`src/pwr_seq_pkg.sv`:
```
// Constants, register map and state encoding for the power-state sequencer.
// Assumes a single clock domain and an AXI4-Lite master on the register side.
package pwr_seq_pkg;

    // AXI4-Lite geometry
    localparam int          ADDR_W    = 4;
    localparam int          DATA_W    = 32;
    localparam logic [1:0]  RESP_OK   = 2'h0;
    localparam logic [1:0]  RESP_ERR  = 2'h2;

    // Register byte addresses
    localparam logic [3:0]  CTRL_ADDR  = 4'h0;
    localparam logic [3:0]  STAT_ADDR  = 4'h4;
    localparam logic [3:0]  IRQS_ADDR  = 4'h8;
    localparam logic [3:0]  IRQM_ADDR  = 4'hC;

    // Control register fields
    localparam int          CTRL_MGMT_EXIT = 0;

    // Status register fields
    localparam int          ST_STOPGNT  = 0;
    localparam int          ST_SLEEP    = 1;
    localparam int          ST_MGMT     = 2;
    localparam int          ST_TRIP     = 3;
    localparam int          ST_TERM     = 4;
    localparam int          ST_EDGE     = 5;
    localparam int          ST_INTPEND  = 6;
    localparam int          STAT_W      = 7;

    // Interrupt event bits
    localparam int          EV_STOPGNT  = 0;
    localparam int          EV_SLEEP    = 1;
    localparam int          EV_MGMT     = 2;
    localparam int          EV_TRIP     = 3;
    localparam int          EV_RESUME   = 4;
    localparam int          EV_W        = 5;
    localparam logic [4:0]  IRQM_RESET  = 5'h00;

    // Asynchronous input bit positions
    localparam int          AS_SLEEP    = 0;
    localparam int          AS_STOP     = 1;
    localparam int          AS_MGMT     = 2;
    localparam int          AS_HOT      = 3;
    localparam int          AS_INTR     = 4;
    localparam int          AS_TERM     = 5;
    localparam int          AS_EDGE     = 6;
    localparam int          AS_W        = 7;

    // Acknowledge bus transaction codes
    localparam logic [1:0]  ACK_NONE    = 2'h0;
    localparam logic [1:0]  ACK_STOPGNT = 2'h1;
    localparam logic [1:0]  ACK_MGMT    = 2'h2;

    // Power state machine
    typedef enum logic [2:0] {
        PS_RUN,
        PS_SG_ACK,
        PS_STOP_GRANT,
        PS_SLEEP,
        PS_MGMT_ACK
    } pwr_state_e;

endpackage

```
`src/cpu_power_state_thermal_trip.sv`:
```
// Power-state sequencer: stop-grant, sleep, management mode, thermal halt.
// Assumes one bus clock, synchronous reset and an AXI4-Lite register master.
module cpu_power_state_thermal_trip (
    input  wire logic        I_CORE_CLK,
    input  wire logic        I_SYS_RST,
    input  wire logic        I_CLK_EN,
    input  wire logic        I_SLEEP_REQUEST_N,
    input  wire logic        I_STOP_CLOCK_REQUEST_N,
    input  wire logic        I_MGMT_INTERRUPT_N,
    input  wire logic        I_OVER_TEMP,
    input  wire logic        I_INTR_REQ,
    input  wire logic        I_TERMINATION_SENSE_STRAP,
    input  wire logic        I_EDGE_RATE_STRAP,
    input  wire logic        I_TARGET_READY_N,
    input  wire logic        I_SNOOP_REQ,
    output logic             O_SNOOP_ACK,
    output logic             O_ACK_REQ,
    output logic [1:0]       O_ACK_CODE,
    output logic             O_CORE_CLK_EN,
    output logic             O_BUS_CLK_EN,
    output logic             O_LOCAL_INTR_CLK_EN,
    output logic             O_EXEC_EN,
    output logic             O_SAVE_STATE,
    output logic             O_MANAGEMENT_MODE,
    output logic             O_INTR_SERVICE,
    output logic             O_THERMAL_HALT_N,
    output logic             O_TERM_PRESENT,
    output logic             O_EDGE_RATE,
    output logic             O_IRQ,
    input  wire logic [3:0]  I_AWADDR,
    input  wire logic        I_AWVALID,
    output logic             O_AWREADY,
    input  wire logic [31:0] I_WDATA,
    input  wire logic [3:0]  I_WSTRB,
    input  wire logic        I_WVALID,
    output logic             O_WREADY,
    output logic [1:0]       O_BRESP,
    output logic             O_BVALID,
    input  wire logic        I_BREADY,
    input  wire logic [3:0]  I_ARADDR,
    input  wire logic        I_ARVALID,
    output logic             O_ARREADY,
    output logic [31:0]      O_RDATA,
    output logic [1:0]       O_RRESP,
    output logic             O_RVALID,
    input  wire logic        I_RREADY
);

    localparam int AW = pwr_seq_pkg::AS_W;
    localparam int EW = pwr_seq_pkg::EV_W;

    ////////////////////////////////////////////////////////////////////////////
    // Input synchronizers

    logic [AW-1:0] async_in;
    logic [AW-1:0] sync1;
    logic [AW-1:0] sync2;

    // Gather pins that arrive from outside the clock domain
    assign async_in = {I_EDGE_RATE_STRAP, I_TERMINATION_SENSE_STRAP, I_INTR_REQ,
                       I_OVER_TEMP, I_MGMT_INTERRUPT_N, I_STOP_CLOCK_REQUEST_N,
                       I_SLEEP_REQUEST_N};

    // Two flops per bit, unreset so a hot die is seen during reset
    genvar g;
    generate
        for (g = 0; g < AW; g++) begin : g_sync
            always_ff @(posedge I_CORE_CLK) begin
                if (I_CLK_EN) begin
                    sync1[g] <= async_in[g];
                    sync2[g] <= sync1[g];
                end
            end
        end
    endgenerate

    logic sleep_req;
    logic stop_req;
    logic mgmt_lvl;
    logic hot;
    logic intr_lvl;
    logic mgmt_prev;
    logic intr_prev;

    // Active-high views of the synchronised levels
    assign sleep_req = ~sync2[pwr_seq_pkg::AS_SLEEP];
    assign stop_req  = ~sync2[pwr_seq_pkg::AS_STOP];
    assign mgmt_lvl  = ~sync2[pwr_seq_pkg::AS_MGMT];
    assign hot       = sync2[pwr_seq_pkg::AS_HOT];
    assign intr_lvl  = sync2[pwr_seq_pkg::AS_INTR];

    ////////////////////////////////////////////////////////////////////////////
    // Straps and thermal trip latch

    logic term_present;
    logic edge_rate;
    logic trip;

    // Straps follow the pins during reset and freeze at release
    always_ff @(posedge I_CORE_CLK) begin
        if (I_SYS_RST) begin
            term_present <= sync2[pwr_seq_pkg::AS_TERM];
            edge_rate    <= sync2[pwr_seq_pkg::AS_EDGE];
        end
    end

    // Trip latch: reset clears only a cooled die
    always_ff @(posedge I_CORE_CLK) begin
        if (I_SYS_RST) begin
            trip <= hot;
        end else if (I_CLK_EN && hot) begin
            trip <= 1'b1;
        end
    end

    ////////////////////////////////////////////////////////////////////////////
    // Power state machine

    pwr_seq_pkg::pwr_state_e state;
    pwr_seq_pkg::pwr_state_e next_state;
    logic       mgmt_pend;
    logic       int_pend;
    logic       mgmt_mode;
    logic       mgmt_exit;
    logic       ack_taken;
    logic       mgmt_edge;
    logic       intr_edge;
    logic       asleep;
    logic       serve_int;
    logic       take_mgmt;

    assign asleep    = (state == pwr_seq_pkg::PS_SLEEP);
    assign ack_taken = O_ACK_REQ & ~I_TARGET_READY_N;
    assign mgmt_edge = mgmt_lvl & ~mgmt_prev & ~asleep;
    assign intr_edge = intr_lvl & ~intr_prev & ~asleep;
    assign take_mgmt = (state == pwr_seq_pkg::PS_RUN) & ~stop_req
                     & mgmt_pend & ~mgmt_mode;
    assign serve_int = (state == pwr_seq_pkg::PS_RUN) & int_pend & ~trip;

    // Next power state
    always_comb begin
        next_state = state;
        case (state)
            pwr_seq_pkg::PS_RUN: begin
                if (stop_req) begin
                    next_state = pwr_seq_pkg::PS_SG_ACK;
                end else if (take_mgmt) begin
                    next_state = pwr_seq_pkg::PS_MGMT_ACK;
                end
            end
            pwr_seq_pkg::PS_SG_ACK: begin
                if (ack_taken) begin
                    next_state = pwr_seq_pkg::PS_STOP_GRANT;
                end
            end
            pwr_seq_pkg::PS_STOP_GRANT: begin
                if (sleep_req) begin
                    next_state = pwr_seq_pkg::PS_SLEEP;
                end else if (!stop_req) begin
                    next_state = pwr_seq_pkg::PS_RUN;
                end
            end
            pwr_seq_pkg::PS_SLEEP: begin
                if (!sleep_req) begin
                    next_state = pwr_seq_pkg::PS_STOP_GRANT;
                end
            end
            pwr_seq_pkg::PS_MGMT_ACK: begin
                if (ack_taken) begin
                    next_state = pwr_seq_pkg::PS_RUN;
                end
            end
            default: next_state = pwr_seq_pkg::PS_RUN;
        endcase
    end
    // Sleep request is only looked at from stop-grant and sleep

    // State register and pending flags; new arrivals beat clears
    always_ff @(posedge I_CORE_CLK) begin
        if (I_SYS_RST) begin
            state     <= pwr_seq_pkg::PS_RUN;
            mgmt_prev <= 1'b0;
            intr_prev <= 1'b0;
            mgmt_pend <= 1'b0;
            int_pend  <= 1'b0;
            mgmt_mode <= 1'b0;
        end else if (I_CLK_EN) begin
            state     <= next_state;
            mgmt_prev <= mgmt_lvl;
            intr_prev <= intr_lvl;
            mgmt_pend <= mgmt_edge | (mgmt_pend & ~take_mgmt);
            int_pend  <= intr_edge | (int_pend & ~serve_int);
            mgmt_mode <= take_mgmt | (mgmt_mode & ~mgmt_exit);
        end
    end

    // Acknowledge transaction, held until the target takes it
    always_ff @(posedge I_CORE_CLK) begin
        if (I_SYS_RST) begin
            O_ACK_REQ  <= 1'b0;
            O_ACK_CODE <= pwr_seq_pkg::ACK_NONE;
        end else if (I_CLK_EN) begin
            if (ack_taken) begin
                O_ACK_REQ  <= 1'b0;
                O_ACK_CODE <= pwr_seq_pkg::ACK_NONE;
            end else if (state == pwr_seq_pkg::PS_RUN && stop_req) begin
                O_ACK_REQ  <= 1'b1;
                O_ACK_CODE <= pwr_seq_pkg::ACK_STOPGNT;
            end else if (take_mgmt) begin
                O_ACK_REQ  <= 1'b1;
                O_ACK_CODE <= pwr_seq_pkg::ACK_MGMT;
            end
        end
    end

    // Clock gates, execution and pin outputs
    always_ff @(posedge I_CORE_CLK) begin
        if (I_SYS_RST) begin
            O_CORE_CLK_EN       <= 1'b0;
            O_BUS_CLK_EN        <= 1'b0;
            O_LOCAL_INTR_CLK_EN <= 1'b0;
            O_EXEC_EN           <= 1'b0;
            O_SAVE_STATE        <= 1'b0;
            O_INTR_SERVICE      <= 1'b0;
            O_SNOOP_ACK         <= 1'b0;
            O_MANAGEMENT_MODE   <= 1'b0;
            O_THERMAL_HALT_N    <= 1'b0;
            O_TERM_PRESENT      <= 1'b0;
            O_EDGE_RATE         <= 1'b0;
        end else if (I_CLK_EN) begin
            O_CORE_CLK_EN       <= ~asleep & (state != pwr_seq_pkg::PS_STOP_GRANT);
            O_BUS_CLK_EN        <= ~asleep;
            O_LOCAL_INTR_CLK_EN <= ~asleep;
            O_EXEC_EN           <= (state == pwr_seq_pkg::PS_RUN) & ~trip;
            O_SAVE_STATE        <= take_mgmt;
            O_INTR_SERVICE      <= serve_int;
            O_SNOOP_ACK         <= I_SNOOP_REQ & ~asleep;
            O_MANAGEMENT_MODE   <= mgmt_mode;
            O_THERMAL_HALT_N    <= ~trip;
            O_TERM_PRESENT      <= term_present;
            O_EDGE_RATE         <= edge_rate;
        end
    end

    ////////////////////////////////////////////////////////////////////////////
    // Interrupt status and mask

    logic [EW-1:0] events;
    logic [EW-1:0] irq_stat;
    logic [EW-1:0] irq_mask;
    logic          rd_clr;
    logic          wr_mask;
    logic          entering;
    logic [31:0]   wdata_now;

    assign entering = (next_state != state);

    // One-cycle event strobes from state changes and from a hot die before the trip latch sets
    assign events[pwr_seq_pkg::EV_STOPGNT] = entering
                                           & (next_state == pwr_seq_pkg::PS_STOP_GRANT)
                                           & (state == pwr_seq_pkg::PS_SG_ACK);
    assign events[pwr_seq_pkg::EV_SLEEP]   = entering & (next_state == pwr_seq_pkg::PS_SLEEP);
    assign events[pwr_seq_pkg::EV_MGMT]    = take_mgmt;
    assign events[pwr_seq_pkg::EV_TRIP]    = hot & ~trip;
    assign events[pwr_seq_pkg::EV_RESUME]  = entering & (next_state == pwr_seq_pkg::PS_RUN)
                                           & (state == pwr_seq_pkg::PS_STOP_GRANT);

    // Sticky status, read clears, new event wins
    always_ff @(posedge I_CORE_CLK) begin
        if (I_SYS_RST) begin
            irq_stat <= '0;
            irq_mask <= pwr_seq_pkg::IRQM_RESET;
            O_IRQ    <= 1'b0;
        end else if (I_CLK_EN) begin
            irq_stat <= events | (irq_stat & {EW{~rd_clr}});
            if (wr_mask) begin
                irq_mask <= wdata_now[EW-1:0];
            end
            O_IRQ    <= |(irq_stat & irq_mask);
        end
    end

    ////////////////////////////////////////////////////////////////////////////
    // AXI4-Lite slave

    logic        aw_got;
    logic        w_got;
    logic [3:0]  waddr;
    logic [31:0] wdata;
    logic [3:0]  wstrb;
    logic        aw_fire;
    logic        w_fire;
    logic        ar_fire;
    logic        wr_do;
    logic [3:0]  waddr_now;
    logic [3:0]  wstrb_now;
    logic        next_aw_got;
    logic        next_w_got;
    logic        next_bvalid;
    logic        next_rvalid;
    logic        wr_hit;
    logic        rd_hit;
    localparam int STAT_W = pwr_seq_pkg::STAT_W;

    logic [31:0] rd_val;
    logic [STAT_W-1:0] stat_val;

    // Handshakes and held write payload
    assign aw_fire   = I_AWVALID & O_AWREADY;
    assign w_fire    = I_WVALID & O_WREADY;
    assign ar_fire   = I_ARVALID & O_ARREADY;
    assign waddr_now = aw_fire ? I_AWADDR : waddr;
    assign wdata_now = w_fire ? I_WDATA : wdata;
    assign wstrb_now = w_fire ? I_WSTRB : wstrb;
    assign wr_do     = (aw_got | aw_fire) & (w_got | w_fire) & ~O_BVALID;

    assign next_aw_got = ~wr_do & (aw_got | aw_fire);
    assign next_w_got  = ~wr_do & (w_got | w_fire);
    assign next_bvalid = wr_do | (O_BVALID & ~I_BREADY);
    assign next_rvalid = ar_fire | (O_RVALID & ~I_RREADY);

    // Write decode
    assign wr_hit    = (waddr_now == pwr_seq_pkg::CTRL_ADDR)
                     | (waddr_now == pwr_seq_pkg::IRQS_ADDR)
                     | (waddr_now == pwr_seq_pkg::IRQM_ADDR)
                     | (waddr_now == pwr_seq_pkg::STAT_ADDR);
    assign mgmt_exit = wr_do & wstrb_now[0]
                     & (waddr_now == pwr_seq_pkg::CTRL_ADDR)
                     & wdata_now[pwr_seq_pkg::CTRL_MGMT_EXIT];
    assign wr_mask   = wr_do & wstrb_now[0] & (waddr_now == pwr_seq_pkg::IRQM_ADDR);

    // Status word
    assign stat_val = {int_pend, edge_rate, term_present, trip, mgmt_mode,
                       asleep, (state == pwr_seq_pkg::PS_STOP_GRANT)};

    // Read decode
    assign rd_hit = (I_ARADDR == pwr_seq_pkg::CTRL_ADDR)
                  | (I_ARADDR == pwr_seq_pkg::STAT_ADDR)
                  | (I_ARADDR == pwr_seq_pkg::IRQS_ADDR)
                  | (I_ARADDR == pwr_seq_pkg::IRQM_ADDR);
    assign rd_val = (I_ARADDR == pwr_seq_pkg::STAT_ADDR) ? {{(32-STAT_W){1'b0}}, stat_val}
                  : (I_ARADDR == pwr_seq_pkg::IRQS_ADDR) ? {{(32-EW){1'b0}}, irq_stat}
                  : (I_ARADDR == pwr_seq_pkg::IRQM_ADDR) ? {{(32-EW){1'b0}}, irq_mask}
                  : '0;
    assign rd_clr = ar_fire & (I_ARADDR == pwr_seq_pkg::IRQS_ADDR);

    // Write channel registers
    always_ff @(posedge I_CORE_CLK) begin
        if (I_SYS_RST) begin
            aw_got    <= 1'b0;
            w_got     <= 1'b0;
            waddr     <= '0;
            wdata     <= '0;
            wstrb     <= '0;
            O_AWREADY <= 1'b0;
            O_WREADY  <= 1'b0;
            O_BVALID  <= 1'b0;
            O_BRESP   <= pwr_seq_pkg::RESP_OK;
        end else if (I_CLK_EN) begin
            aw_got    <= next_aw_got;
            w_got     <= next_w_got;
            waddr     <= waddr_now;
            wdata     <= wdata_now;
            wstrb     <= wstrb_now;
            O_AWREADY <= ~next_aw_got & ~next_bvalid;
            O_WREADY  <= ~next_w_got & ~next_bvalid;
            O_BVALID  <= next_bvalid;
            if (wr_do) begin
                O_BRESP <= wr_hit ? pwr_seq_pkg::RESP_OK : pwr_seq_pkg::RESP_ERR;
            end
        end
    end

    // Read channel registers
    always_ff @(posedge I_CORE_CLK) begin
        if (I_SYS_RST) begin
            O_ARREADY <= 1'b0;
            O_RVALID  <= 1'b0;
            O_RDATA   <= '0;
            O_RRESP   <= pwr_seq_pkg::RESP_OK;
        end else if (I_CLK_EN) begin
            O_ARREADY <= ~next_rvalid;
            O_RVALID  <= next_rvalid;
            if (ar_fire) begin
                O_RDATA <= rd_val;
                O_RRESP <= rd_hit ? pwr_seq_pkg::RESP_OK : pwr_seq_pkg::RESP_ERR;
            end
        end
    end

endmodule // cpu_power_state_thermal_trip

```
`config.mk`:
```
export PLATFORM = sky130hd
export DESIGN_NAME = cpu_power_state_thermal_trip
export DESIGN_NICKNAME = d
export VERILOG_FILES = /design/src/pwr_seq_pkg.sv /design/src/cpu_power_state_thermal_trip.sv
export SDC_FILE = /design/constraint.sdc
export NUM_CORES = 1
export LEC_CHECK = 0
export BUFFER_PORTS_ARGS = -buffer_cell sky130_fd_sc_hd__buf_2
export CORE_AREA = 2 2 88 90
export CTS_BUF_LIST = sky130_fd_sc_hd__clkbuf_8
export CTS_CLUSTER_DIAMETER = 80
export DETAILED_ROUTE_END_ITERATION = 6
export DIE_AREA = 0 0 90 92
export GPL_TIMING_DRIVEN = 0
export HOLD_SLACK_MARGIN = 0.05
export PLACE_DENSITY_LB_ADDON = 0.3
export SKIP_CTS_REPAIR_TIMING = 1
export SYNTH_ARGS = -nofsm -noshare
export SYNTH_HDL_FRONTEND = slang
export SYNTH_SLANG_ARGS = --single-unit
```
`constraint.sdc`:
```
create_clock -name I_CORE_CLK -period 1.4 [get_ports I_CORE_CLK]
set_input_delay 0.07 -clock I_CORE_CLK [delete_from_list [all_inputs] [get_ports I_CORE_CLK]]
set_output_delay 0.07 -clock I_CORE_CLK [all_outputs]
set_load 0.05 [all_outputs]
```
==> flow_results.xml <==
<?xml version="1.0" encoding="UTF-8"?>
<metrics>
  <group name="yosys">
    <metric name="synth_async_sr_flop_share" unit="">0</metric>
    <metric name="synth_enable_flop_cells" unit="">17</metric>
    <metric name="yosys_warnings" unit="">0</metric>
    <metric name="synth_largest_area_cell" unit="">sky130_fd_sc_hd__dfxtp_1</metric>
    <metric name="syn-instance-count" unit="">331</metric>
    <metric name="synthFlopType" unit="">sky130_fd_sc_hd__dfxtp_1</metric>
    <metric name="postSynthRegisterBits" unit="">75</metric>
    <metric name="synth.avg_cell_area" unit="sq um">9.78</metric>
    <metric name="syn-cell-area" unit="sq um">3240</metric>
    <metric name="netlist-cell-type-count" unit="">44</metric>
    <metric name="share_of_synthesized_area_occupied_by_flip_flops_and_latches" unit="">0.516</metric>
    <metric name="synth_area_leaders" unit="">sky130_fd_sc_hd__dfxtp_1 36%, sky130_fd_sc_hd__edfxtp_1 16%, sky130_fd_sc_hd__mux2i_1 6.8%, sky130_fd_sc_hd__buf_4 6.5%, sky130_fd_sc_hd__nor2_1 4.9%</metric>
    <metric name="yosysTopAreaCellShare" unit="">0.359</metric>
  </group>
  <group name="worst_hold_path">
    <metric name="whs_endpoint" unit="">O_ACK_REQ</metric>
    <metric name="hold_path.startpoint" unit="">I_TARGET_READY_N</metric>
    <metric name="min-delay-path-class" unit="">in2reg</metric>
    <metric name="timing.hold.worst_path_depth" unit="">3</metric>
  </group>
  <group name="sta">
    <metric name="final.setup.worst_slack" unit="ns">-0.212</metric>
    <metric name="timing.final.hold_violations" unit="">0</metric>
    <metric name="final.period_utilization" unit="">1.15</metric>
    <metric name="setup_viol" unit="">7</metric>
    <metric name="rsz0062_at_grt" unit="">true</metric>
    <metric name="report.final.slew_viol_count" unit="">0</metric>
    <metric name="worst_clock_skew" unit="ns">0.00809</metric>
    <metric name="clock.fmax" unit="GHz">0.620</metric>
    <metric name="worstMarginPinSlew" unit="ns">0.606</metric>
    <metric name="worst_slew_margin_rel" unit="">0.596</metric>
    <metric name="period_needed" unit="ns">1.61</metric>
  </group>
  <group name="cts">
    <metric name="insertion_delay" unit="ns">0.35</metric>
    <metric name="clkTransAtPathRegs" unit="ns">0.07</metric>
    <metric name="cts_htree_levels" unit="">3</metric>
    <metric name="cts_tree" unit="">built</metric>
    <metric name="cts_buffers" unit="">9</metric>
    <metric name="clock_tree.root_cell" unit="">sky130_fd_sc_hd__clkbuf_8</metric>
    <metric name="max-clock-path-buffers" unit="">2</metric>
    <metric name="cts_num_sinks" unit="">75</metric>
  </group>
  <group name="global_routing">
    <metric name="gr-total-overflow" unit="">0</metric>
    <metric name="vias_in_the_first_global_route" unit="">2396</metric>
    <metric name="grt_max_degree" unit="">18</metric>
    <metric name="gr-usage-met1" unit="">0.229</metric>
    <metric name="met2_use_gr" unit="">0.294</metric>
    <metric name="globalRouteMet3Util" unit="">0.0419</metric>
    <metric name="grt_antenna_before_repair" unit="">0</metric>
    <metric name="grt-busiest-layer" unit="">met2</metric>
    <metric name="all_layer_gr_usage" unit="">0.179</metric>
    <metric name="grt_pass1_wl" unit="mm">11.7</metric>
  </group>
  <group name="die">
    <metric name="chipHeight" unit="microns">92</metric>
    <metric name="initial_core_util" unit="">0.435</metric>
    <metric name="num_io_pins" unit="">117</metric>
    <metric name="rows" unit="">32</metric>
    <metric name="design.core.area" unit="sq um">7450</metric>
    <metric name="die_area" unit="sq um">8280</metric>
    <metric name="die-width" unit="microns">90</metric>
  </group>
  <group name="cells_and_area">
    <metric name="postLayoutCoreUtil" unit="">0.576</metric>
    <metric name="area_delta_synth_final" unit="%">32.4</metric>
    <metric name="drive_above_1_share" unit="">0.285</metric>
    <metric name="diodes_inserted" unit="">0</metric>
    <metric name="final_std_cells_w_o_fill" unit="">555</metric>
    <metric name="final_nets" unit="">509</metric>
  </group>
  <group name="detailed_routing">
    <metric name="final_antenna_net_count" unit="">0</metric>
    <metric name="wl_per_cell" unit="microns">13.7</metric>
    <metric name="via_per_inst" unit="">4.93</metric>
    <metric name="detail_route.wirelength" unit="mm">7.60</metric>
    <metric name="drt_drc_violations_left" unit="">0</metric>
    <metric name="first_pass_iters" unit="">4</metric>
    <metric name="drt_iter0_markers" unit="">165</metric>
    <metric name="routed-via-count" unit="">2738</metric>
  </group>
  <group name="worst_setup_path">
    <metric name="timing.critical_path.slowest_cell_delay" unit="ns">0.38</metric>
    <metric name="critical_path_required" unit="ns">1.61</metric>
    <metric name="worstPathBufferInverterCount" unit="">0</metric>
    <metric name="crit_fanout" unit="">6</metric>
    <metric name="setup.reg_to_reg.worst_slack" unit="ns">-0.21</metric>
    <metric name="setup.worst_path.end_class" unit="">register</metric>
    <metric name="crit_chain" unit="">a211o_4 -&gt; a211oi_4 -&gt; and3_4 -&gt; a311oi_2</metric>
    <metric name="critPathTopFamily" unit="">compound AO/OA/AOI/OAI gates</metric>
    <metric name="r2r_cells" unit="">4</metric>
    <metric name="worstReg2RegStart" unit="">O_AWREADY</metric>
    <metric name="worst_ep_arrival" unit="ns">1.82</metric>
    <metric name="worst_setup_path_start_kind" unit="">register</metric>
    <metric name="r2r-end" unit="">irq_mask[4]</metric>
    <metric name="slowest_stage" unit="">sky130_fd_sc_hd__a211oi_4</metric>
    <metric name="startpoint_to_endpoint_class_of_the_critical_path" unit="">reg2reg</metric>
  </group>
  <group name="flow_run">
    <metric name="drv_cap" unit="">0</metric>
  </group>
  <group name="run_status">
    <metric name="run_status" unit="">finished with violations</metric>
    <metric name="violated_checks" unit="">negative setup slack</metric>
  </group>
  <group name="power_and_ir_drop">
    <metric name="worst_ir_drop_vdd" unit="V">0.000626</metric>
    <metric name="static-leakage-power" unit="nW">1.89</metric>
    <metric name="power_density" unit="nW/um^2">1190</metric>
  </group>
  <group name="place">
    <metric name="dp_hpwl" unit="mm">5.25</metric>
    <metric name="dpl.cell_count" unit="">516</metric>
    <metric name="place_congestion" unit="">0.813</metric>
    <metric name="portBuffers" unit="">57</metric>
  </group>
</metrics>
-- kinds of logic (layout without fill, tap and decap cells) --
kind of cell | Yosys count | after routing | synth area share
AOI/OAI and AO/OA | 74 | 74 | 0.158
buffers and inverters | 50 | 146 | 0.0920
DFF | 75 | 75 | 0.516
muxes | 22 | 22 | 0.0680
other | 1 | 27 | 0.00116
and+or+nand+nor | 109 | 109 | 0.164
-- cell usage after synthesis (7+ instances only) --
master / count
sky130_fd_sc_hd__nand2_1: 21
sky130_fd_sc_hd__a31oi_1: 8
sky130_fd_sc_hd__buf_4: 28
sky130_fd_sc_hd__o21ai_0: 9
sky130_fd_sc_hd__clkbuf_1: 11
sky130_fd_sc_hd__a21oi_1: 22
sky130_fd_sc_hd__dfxtp_1: 58
sky130_fd_sc_hd__mux2i_1: 22
sky130_fd_sc_hd__a22oi_1: 7
sky130_fd_sc_hd__nand3_1: 9
sky130_fd_sc_hd__edfxtp_1: 17
sky130_fd_sc_hd__nor3_1: 8
sky130_fd_sc_hd__nor2_1: 42
-- cells in the final DEF (no fill, tap or decap), types with 3 or more instances in the layout --
master,instances
sky130_fd_sc_hd__clkbuf_1,9
sky130_fd_sc_hd__nand3_1,9
sky130_fd_sc_hd__dfxtp_1,54
sky130_fd_sc_hd__nor3_1,7
sky130_fd_sc_hd__o2bb2ai_1,3
sky130_fd_sc_hd__a32oi_1,4
sky130_fd_sc_hd__nand2b_1,6
sky130_fd_sc_hd__inv_1,7
sky130_fd_sc_hd__bufinv_16,3
sky130_fd_sc_hd__dlygate4sd3_1,19
sky130_fd_sc_hd__dfxtp_4,3
sky130_fd_sc_hd__nor2b_1,4
sky130_fd_sc_hd__buf_4,33
sky130_fd_sc_hd__a22oi_1,7
sky130_fd_sc_hd__a21oi_1,22
sky130_fd_sc_hd__mux2i_1,22
sky130_fd_sc_hd__nor2_1,42
sky130_fd_sc_hd__a31oi_1,8
sky130_fd_sc_hd__edfxtp_1,17
sky130_fd_sc_hd__a211oi_1,5
sky130_fd_sc_hd__buf_2,59
sky130_fd_sc_hd__conb_1,27
sky130_fd_sc_hd__a311oi_1,4
sky130_fd_sc_hd__o21ai_0,8
sky130_fd_sc_hd__nand2_1,20
sky130_fd_sc_hd__clkbuf_8,9
-- flip-flops by register name (all words and copies together) (netlist names), 2 cells and up --
register and cells:
state 3, irq_stat 5, O_RDATA 7, sync1 7, waddr 4, O_ACK_CODE 2
sync2 5, wdata 5, irq_mask 5
-- worst register-to-register path, stage by stage (launching register included) --
cell	delay (ns)
sky130_fd_sc_hd__dfxtp_4	0.37
sky130_fd_sc_hd__a211o_4	0.35
sky130_fd_sc_hd__a211oi_4	0.38
sky130_fd_sc_hd__and3_4	0.29
sky130_fd_sc_hd__a311oi_2	0.09
-- metrics by stage --
step           power [W]  cell area, sq um  hold slack (ns)  setup WS, ns  TNS (ns)
5_1_grt          0.00528              4290           0.0763        -0.260     -1.52
3_3_place_gp     0.00312              3760            0.246        -0.307     -7.95
4_1_cts          0.00505              4000           -0.115        -0.319     -2.90
2_1_floorplan    0.00296              3350            0.169        -0.135    -0.645
6_report         0.00510              4290           0.0279        -0.212     -1.04
3_5_place_dp     0.00313              3760            0.249        -0.358     -9.35
-- worst max path at each step --
stage | end | cells after the start | slack, ns | start
finish | irq_mask[4] | 4 | -0.21 | O_AWREADY
global placement | O_RDATA[5] | 6 | -0.31 | I_CLK_EN
detailed placement | O_RDATA[5] | 6 | -0.36 | I_CLK_EN
CTS | irq_mask[4] | 4 | -0.32 | O_AWREADY
floorplan | mgmt_mode | 4 | -0.13 | O_AWREADY
global route | irq_mask[2] | 4 | -0.26 | O_AWREADY
-- final cells by class --
type	count	area (sq um)
clock buffer	9	124
inverter	6	22.5
tap	102	128
timing repair buffer	80	508
clock inverter	7	108
sequential	75	1680
fill	653	3160
buffer	44	287
multi-input combinational	232	1430
-- layer usage --
metal | wire length (microns) | vias to the layer above
li1 | - | 1373
met1 | 3470 | 1268
met2 | 3540 | 85
met3 | 455 | 12
met4 | 142 | 0
met5 | 0 | -
-- power by group --
| group | internal (W) | leakage, nW | switching [W] | total [W] |
|---|---|---|---|---|
| Combinational | 0.000266 | 1.12 | 0.000528 | 0.000794 |
| Clock | 0.00117 | 0.122 | 0.000780 | 0.00195 |
| Sequential | 0.00231 | 0.640 | 0.0000585 | 0.00237 |
| Total | 0.00374 | 1.89 | 0.00137 | 0.00510 |
Power figures use the tool's default switching activity.
